===== config.mk =====
export PLATFORM = sky130hd
export DESIGN_NAME = windowed_watchdog
export DESIGN_NICKNAME = d
export VERILOG_FILES = /design/src/include/wdog_pkg.sv /design/src/hdl/windowed_watchdog.sv
export SDC_FILE = /design/constraint.sdc
export NUM_CORES = 1
export LEC_CHECK = 0
export ABC_AREA = 1
export BUFFER_PORTS_ARGS = -buffer_cell sky130_fd_sc_hd__buf_2
export CORE_UTILIZATION = 40
export DETAILED_ROUTE_END_ITERATION = 6
export PLACE_DENSITY_LB_ADDON = 0.08
export SYNTH_ARGS = -nofsm -noshare
export SYNTH_HDL_FRONTEND = slang
export SYNTH_SLANG_ARGS = --single-unit

===== constraint.sdc =====
create_clock -name clock_i -period 8.75 [get_ports clock_i]
set_clock_uncertainty 0.2 [all_clocks]
set_input_delay 0.4375 -clock clock_i [delete_from_list [all_inputs] [get_ports clock_i]]
set_output_delay 0.4375 -clock clock_i [all_outputs]
set_load 0.05 [all_outputs]

===== src/include/wdog_pkg.sv =====
package wdog_pkg;
  localparam int ADDR_W = 4;
  localparam int DATA_W = 32;
  localparam logic [ADDR_W-1:0] OFS_CTRL = 4'h0;
  localparam logic [ADDR_W-1:0] OFS_CLEAR = 4'h4;
  localparam logic [ADDR_W-1:0] OFS_STATUS = 4'h8;
  localparam logic [ADDR_W-1:0] OFS_COUNT = 4'hc;
  localparam int CTRL_EN_BIT = 0;
  localparam int CTRL_MODE_BIT = 1;
  localparam int CTRL_PSEL_LSB = 8;
  localparam int CTRL_BAN_LSB = 16;
  localparam int SEL_W = 5;
  localparam logic [31:0] CLEAR_KEY = 32'h0000_00a5;
  localparam logic [SEL_W-1:0] PSEL_RESET = 5'h10;
  localparam logic [SEL_W-1:0] BAN_RESET = 5'h0f;
  localparam int CNT_W = 32;
  localparam int SYNC_STAGES = 2;
endpackage : wdog_pkg


===== src/hdl/windowed_watchdog.sv =====
// Summary of operation
// - A counter clear while the count sits in the second half of the timeout fires reset at the next watchdog tick.
// - A write to timeout select, ban select, enable or mode starts a sync into the watchdog domain.
// - Only the enable bit shows its synchronized state; the other fields give no completion sign.
// - The enable bit reads back its synchronized state so software can poll it after a change.
`timescale 1ns/100ps
`default_nettype none
module windowed_watchdog
  import wdog_pkg::*;
(
  input wire logic clock_i,
  input wire logic reset_n_i,
  input wire logic wdog_tick_i,
  input wire logic [wdog_pkg::ADDR_W-1:0] addr_i,
  input wire logic [wdog_pkg::DATA_W-1:0] wdata_i,
  input wire logic wr_i,
  input wire logic rd_i,
  output logic [wdog_pkg::DATA_W-1:0] rdata_o,
  output logic sync_busy_o,
  output logic wdog_reset_o
);
  import wdog_pkg::*;

  ////////////////////////////////////////////////////////////////////////////
  // Bus side holds the written fields; wdog side applies them after the
  // toggle crosses two stages of the watchdog tick.

  typedef struct packed {
    logic en;
    logic mode;
    logic [SEL_W-1:0] psel;
    logic [SEL_W-1:0] ban;
    logic req_tgl;
    logic [SYNC_STAGES-1:0] ack_sync;
    logic [SYNC_STAGES-1:0] req_sync;
    logic ack_tgl;
    logic w_en;
    logic w_mode;
    logic [SEL_W-1:0] w_psel;
    logic [SEL_W-1:0] w_ban;
    logic [CNT_W-1:0] count;
    logic clr_pend;
    logic rst;
    logic [DATA_W-1:0] rdata;
  } state_t;

  state_t st_r;
  state_t st_nxt;

  function automatic logic [CNT_W-1:0] limit_of(input logic [SEL_W-1:0] sel);
    limit_of = CNT_W'(1) << sel;
  endfunction : limit_of

  logic busy;
  logic [CNT_W-1:0] limit;
  assign busy = st_r.req_tgl != st_r.ack_sync[SYNC_STAGES-1];
  assign limit = limit_of(st_r.w_psel);

  ////////////////////////////////////////////////////////////////////////////

  always_comb begin
    st_nxt = st_r;
    st_nxt.ack_sync = {st_r.ack_sync[SYNC_STAGES-2:0], st_r.ack_tgl};
    st_nxt.rdata = '0;
    if (wr_i && addr_i == OFS_CTRL) begin
      st_nxt.en = wdata_i[CTRL_EN_BIT];
      st_nxt.mode = wdata_i[CTRL_MODE_BIT];
      st_nxt.psel = wdata_i[CTRL_PSEL_LSB +: SEL_W];
      st_nxt.ban = wdata_i[CTRL_BAN_LSB +: SEL_W];
      st_nxt.req_tgl = ~st_r.req_tgl;
    end
    // A clear is held until the next watchdog tick so no clear is lost.
    if (wr_i && addr_i == OFS_CLEAR && wdata_i == CLEAR_KEY) begin
      st_nxt.clr_pend = 1'b1;
    end
    if (rd_i) begin
      unique case (addr_i)
        OFS_CTRL: begin
          st_nxt.rdata[CTRL_EN_BIT] = st_r.w_en;
          st_nxt.rdata[CTRL_MODE_BIT] = st_r.mode;
          st_nxt.rdata[CTRL_PSEL_LSB +: SEL_W] = st_r.psel;
          st_nxt.rdata[CTRL_BAN_LSB +: SEL_W] = st_r.ban;
        end
        OFS_STATUS: st_nxt.rdata = {30'h0, st_r.rst, busy};
        OFS_COUNT: st_nxt.rdata = st_r.count;
        default: st_nxt.rdata = '0;
      endcase
    end
    if (wdog_tick_i) begin
      st_nxt.req_sync = {st_r.req_sync[SYNC_STAGES-2:0], st_r.req_tgl};
      if (st_r.req_sync[SYNC_STAGES-1] != st_r.ack_tgl) begin
        st_nxt.w_en = st_r.en;
        st_nxt.w_mode = st_r.mode;
        st_nxt.w_psel = st_r.psel;
        st_nxt.w_ban = st_r.ban;
        st_nxt.ack_tgl = st_r.req_sync[SYNC_STAGES-1];
      end
      if (st_r.w_en && !st_r.rst) begin
        if (st_r.clr_pend) begin
          // Clearing late in the period trips reset; kept for compatibility.
          if (st_r.count >= (limit >> 1)) begin
            st_nxt.rst = 1'b1;
          end else begin
            st_nxt.count = '0;
          end
        end else if (st_r.count >= limit - CNT_W'(1)) begin
          st_nxt.rst = 1'b1;
        end else begin
          st_nxt.count = st_r.count + CNT_W'(1);
        end
      end else if (!st_r.w_en) begin
        st_nxt.count = '0;
      end
      st_nxt.clr_pend = 1'b0;
      if (wr_i && addr_i == OFS_CLEAR && wdata_i == CLEAR_KEY) begin
        st_nxt.clr_pend = 1'b1;
      end
    end
  end

  always_ff @(posedge clock_i or negedge reset_n_i) begin
    if (!reset_n_i) begin
      st_r <= '{en: 1'b0, mode: 1'b0, psel: PSEL_RESET, ban: BAN_RESET, req_tgl: 1'b0,
                ack_sync: '0, req_sync: '0, ack_tgl: 1'b0, w_en: 1'b0, w_mode: 1'b0,
                w_psel: PSEL_RESET, w_ban: BAN_RESET, count: '0, clr_pend: 1'b0,
                rst: 1'b0, rdata: '0};
    end else begin
      st_r <= st_nxt;
    end
  end

  assign rdata_o = st_r.rdata;
  assign sync_busy_o = busy;
  assign wdog_reset_o = st_r.rst;
endmodule : windowed_watchdog
`default_nettype wire


# Word-level counts from Yosys, hierarchy flattened
# Cells that the tools add are included.
# classes
muxes,19
n_lt_le_gt_ge,2
add_sub_neg,2
n_shift,1
n_eq_ne,10
n_bitwise,1
reduce_logical,11
# ops
operator,count
$mux 32,6
$add 32x1->32 const B,1
$eq 32x8->1 const B,1
$ge 32x31->1,1
$ge 32x32->1,1
$shl 1x5->32 const A,1
$sub 32x1->32 const B,1
$pmux 5 s2,2
$mux 11,1
$eq 4x4->1 const B,2
$reduce_and 4->1,2
$mux 1,6
$mux 6,1
$ne 3x3->1 const B,2
$pmux 2 s3,1
$eq 4x3->1 const B,1
$logic_and 1x1->1,4
$logic_not 4->1,1
$ne 2x1->1 const B,2
$reduce_bool 2->1,2
$mux 3,1
$mux 2,1
$ne 1x1->1,2
$reduce_and 2->1,1
other kinds (2),2
# word_totals
wordCells,60
in_bits,41
register_bits,90
out_inout_bits,34

# Logic depth before layout (Yosys ltp)
# depth
word_depth,7
ltp_mapped,27
ltp_nobuf,26

# Worst setup path after synthesis
# OpenSTA, ideal clock, no wires.
# synth_path
path_kind,flip-flop to flip-flop
from,register st_r[75] (netlist bit)
to,register st_r[52] (netlist bit)
t_arrival_ns,3.165
n_path_buf,2
setup_ns,0.066
path_stages_with_launch,26
path_slack_ns,5.319
required_time_ns,8.484
synth_period_minus_slack_ns,3.431
path_cell_list,dfstp_2 -> nor2_2 -> buf_6 -> nand2_1 -> ha_1 -> nand2_1 -> nor2_4 -> nand2_2 -> nor2_4 -> nand2_4 -> nor2_8 -> nand3_1 -> nand2_1 -> nand2_1 -> ha_1 -> nand2_1 -> nor2_1 -> nand4_1 -> a21oi_1 -> nor2_1 -> nand2_1 -> nand2_1 -> nand3_1 -> buf_2 -> nand2_1 -> nand2_1
# synth_between
elab_chain_cells,5
elab_cells_between_ends,7
cone_classes,add/sub: 1; order compare: 2; eq/ne: 2; shift: 1; reduce/logical: 1
# synth_lines
element,line,rtl
from (decl),windowed_watchdog.sv:47,state_t st_r;
from (signal assigned),windowed_watchdog.sv:123,"st_r <= '{en: 1'b0, mode: 1'b0, psel: PSEL_RESET, ban: BAN_RESET, req_tgl: 1'b0,"
from (signal assigned),windowed_watchdog.sv:128,st_r <= st_nxt;
$shl 1x5->32 (*),windowed_watchdog.sv:51,limit_of = CNT_W'(1) << sel;
$sub 32x1->32,windowed_watchdog.sv:106,end else if (st_r.count >= limit - CNT_W'(1)) begin
$ge 32x32->1,windowed_watchdog.sv:106,
$ne 3x3->1 (no line),n/a,
$reduce_and 4->1 (no line) (*),n/a,
# Every way passes the cells marked *; elsewhere a longest branch is shown, timed or not.
# A chain may end at the register's enable or synchronous reset.

# Final worst setup path
# layout_path
from,register st_r[71] (netlist bit)
to,register st_r[52] (netlist bit)
# The elaborated chain is that of the path after synthesis.

==> impl_metrics.ini <==
[placed_design]
port_buffers = 74
placed_area_um2 = 7170
gp_congestion = 0.882
post-dp-hpwl_um = 14500

[synth]
synth_area_um2 = 6830
synth_edf_count = 0
ys_warn_count = 0
synth_top_area_frac = 0.308
synthTopCellsByCount = nand2_1 (240), nor2_1 (123), inv_1 (116)
yosysUniqueCellTypes = 42
avgSynthCellArea_um2 = 7.19
yosysMostFrequentCell = nand2_1
yosys.area.top_type = dfrtp_1
seq_area_frac_synth = 0.331
synth_area_leaders = dfrtp_1 (31%), nand2_1 (13%), ha_1 (12%)
synth_cells = 950
synth_seq_cells = 90
synth_ff_type = dfrtp_1
async_flop_share = 1.00
synth_nets = 1056

[clocking]
cts_max_level = 3
clk_pin_slew_ns = 0.07
cts_root_buffer = clkbuf_16
clk_latency_ns = 0.35
cts_setup_buffers = 0
cts_tree = built
clock_path_buffers = 2
cts_buffers = 9
cts_resized = 0
cts.sinks = 90

[cells_and_area]
nNetsFinal = 1094
diodes = 0
regArea_um2 = 2260
final_layout_size_suffix_gt1_frac = 0.135
syn_to_final_growth_pct = 9.45
multiInputGateArea_um2 = 3780
final_area_um2 = 7480
fillCellCount = 1751

[pwr]
power_density_nw_per_um2 = 217
p_seq_frac = 0.307
p_switching_mw = 0.715
power.internal_mw = 0.904
comb_power_share = 0.454
leakage_nw = 3.71
switching_share = 0.442
peakVddDrop_uv = 116
clockPowerShare = 0.239

[worst_setup_path]
path_class = flip-flop to flip-flop
crit_arrival_ns = 4.33
worstPathMaxFanout = 33
startpoint_type = flip-flop
cp-end-kind = flip-flop
ff2ff_setup_slack_ns = 4.46
rr_startpoint = st_r[71]$_DFFE_PN0P_
rr_endpoint = st_r[52]$_DFFE_PN0P_
rr_worst_depth = 27
critPathRequiredTime_ns = 8.79

[sta]
hold_violations = 0
tightest_slew_ns = 1.12
post-route-min-period_ns = 4.29
max-slew-margin-rel = 0.251
max_freq_ghz = 0.233
setup_viol = 0
slew_viol_final = 0
grt_setup_unrepaired = false
finalSetupTns_ns = 0
period_share = 0.490
timing.hold.ws_ns = 0.122

[routing]
drt_first_iter_violations = 400
firstDrtPassIters = 6
num_vias = 6079
vias_per_cell = 5.01
wl_um = 18700
wire_per_inst_um = 15.4
drtAntennaViolNets = 0
drc = 0

[hold_path]
whs_path_depth = 3
hp-start = wdata_i[12]
min_to = st_r[93]$_DFFE_PN1P_
hold_path_class = primary input to flip-flop

[run]
cap_viol_max_count = 0

[floorplan]
start_util = 0.411
die_area_um2 = 17600
row_count = 47
dieWidth_um = 133
ioPinCount = 75
fp.dieH_um = 133
design.core.area_um2 = 16600

[grt]
grt_pass1_wl_um = 30600
grt_max_degree = 49
grt-ovfl-total = 0
grt_pass1_vias = 5855
grt_usage = 0.223
antenna_found_initial = 0

[outcome]
outcome = finished clean
## flip-flops by register name, indices dropped and copies added, names as in the netlist
name and count:
rdata_o 32, st_nxt 2, wdog_reset_o 1, st_r 55
## metrics by stage
| step | instances | utilization | power [mW] | setup slack, ns |
|---|---|---|---|---|
| after floorplan | 950 | - | 1.08 | 5.32 |
| after global placement | 1196 | 0.431 | 1.24 | 4.54 |
| after detailed placement | 1196 | 0.431 | 1.24 | 4.49 |
| after CTS | 1213 | 0.449 | 1.63 | 4.45 |
| after global routing | 1213 | 0.449 | 1.78 | 3.93 |
| final | 1213 | 0.449 | 1.62 | 4.46 |
## cell usage in the layout, fill, tap and decap left out, types with 23 or more instances in the layout
cell type	Yosys	layout
a21oi_1	45	45
buf_2	7	73
dfrtp_1	84	84
ha_1	65	65
inv_1	116	116
nand2_1	240	240
nand3_1	57	57
nor2_1	123	123
o21ai_0	32	32
xor2_1	23	23
## cell type report
type                            count  share of cell area
Multi-Input combinational cell    687               0.505
Sequential cell                    90               0.302
Inverter                          120              0.0602
Timing Repair Buffer               80              0.0562
Tap cell                          220              0.0368
Clock buffer                        9              0.0301
Clock inverter                      7             0.00954
## critical path, stage by stage (launching register included)
cell,delay [ns]
dfrtp_1,0.57
inv_1,0.11
nor3_2,0.27
inv_1,0.14
nor2_1,0.15
inv_1,0.06
ha_1,0.23
nand2_1,0.12
nor2_4,0.05
nand2_2,0.11
nor2_4,0.05
nand2_4,0.08
nor2_8,0.06
nand2_2,0.07
xor2_1,0.15
ha_1,0.24
nand2_1,0.09
o21ai_0,0.10
nand2_1,0.07
o211ai_1,0.09
nor2_1,0.10
nand2_1,0.09
nand2_1,0.06
buf_4,0.34
nand3_1,0.12
buf_4,0.28
nand2_1,0.11
nand2_1,0.05
## worst max path at each step
stage,start,endpoint,slack [ns]
2_1_floorplan,st_r[75]$_DFFE_PN1P_,st_r[52]$_DFFE_PN0P_,5.32
3_3_place_gp,st_r[71]$_DFFE_PN0P_,st_r[57]$_DFFE_PN0P_,4.54
3_5_place_dp,st_r[71]$_DFFE_PN0P_,st_r[64]$_DFFE_PN0P_,4.49
4_1_cts,st_r[71]$_DFFE_PN0P_,st_r[64]$_DFFE_PN0P_,4.45
5_1_grt,st_r[71]$_DFFE_PN0P_,st_r[41]$_DFFE_PN0P_,3.93
6_report,st_r[71]$_DFFE_PN0P_,st_r[52]$_DFFE_PN0P_,4.46
## cell families after synthesis
kind of cell | count (synthesis) | synth area share
xor+xnor | 25 | 0.0320
compound gates | 99 | 0.0811
fa+ha+maj | 65 | 0.119
mux | 4 | 0.00659
buf+inv | 173 | 0.117
flops | 90 | 0.331
simple gates | 493 | 0.313
other cells | 1 | 0.000549
## metal layers
metal | GRT usage | wire length (µm) | up-vias
li1 | - | - | 3115
met1 | 0.312 | 8960 | 2784
met2 | 0.365 | 8560 | 159
met3 | 0.0203 | 827 | 21
met4 | 0.0658 | 312 | 0
met5 | 0 | 0 | -
## power by group through the flow
stage	logic, mW	registers (mW)	clock network, mW
floorplan	0.601	0.482	0
global placement	0.739	0.504	0
detailed placement	0.735	0.506	0
CTS	0.741	0.498	0.396
global route	0.862	0.504	0.410
finish	0.735	0.497	0.388
## what timing repair did
item,4_1_cts,5_1_grt
hold buffers,1,0
endpoints found under the setup margin,0,0
endpoints found under the hold margin,39,0
No activity file was read; power rests on OpenSTA's default activity.
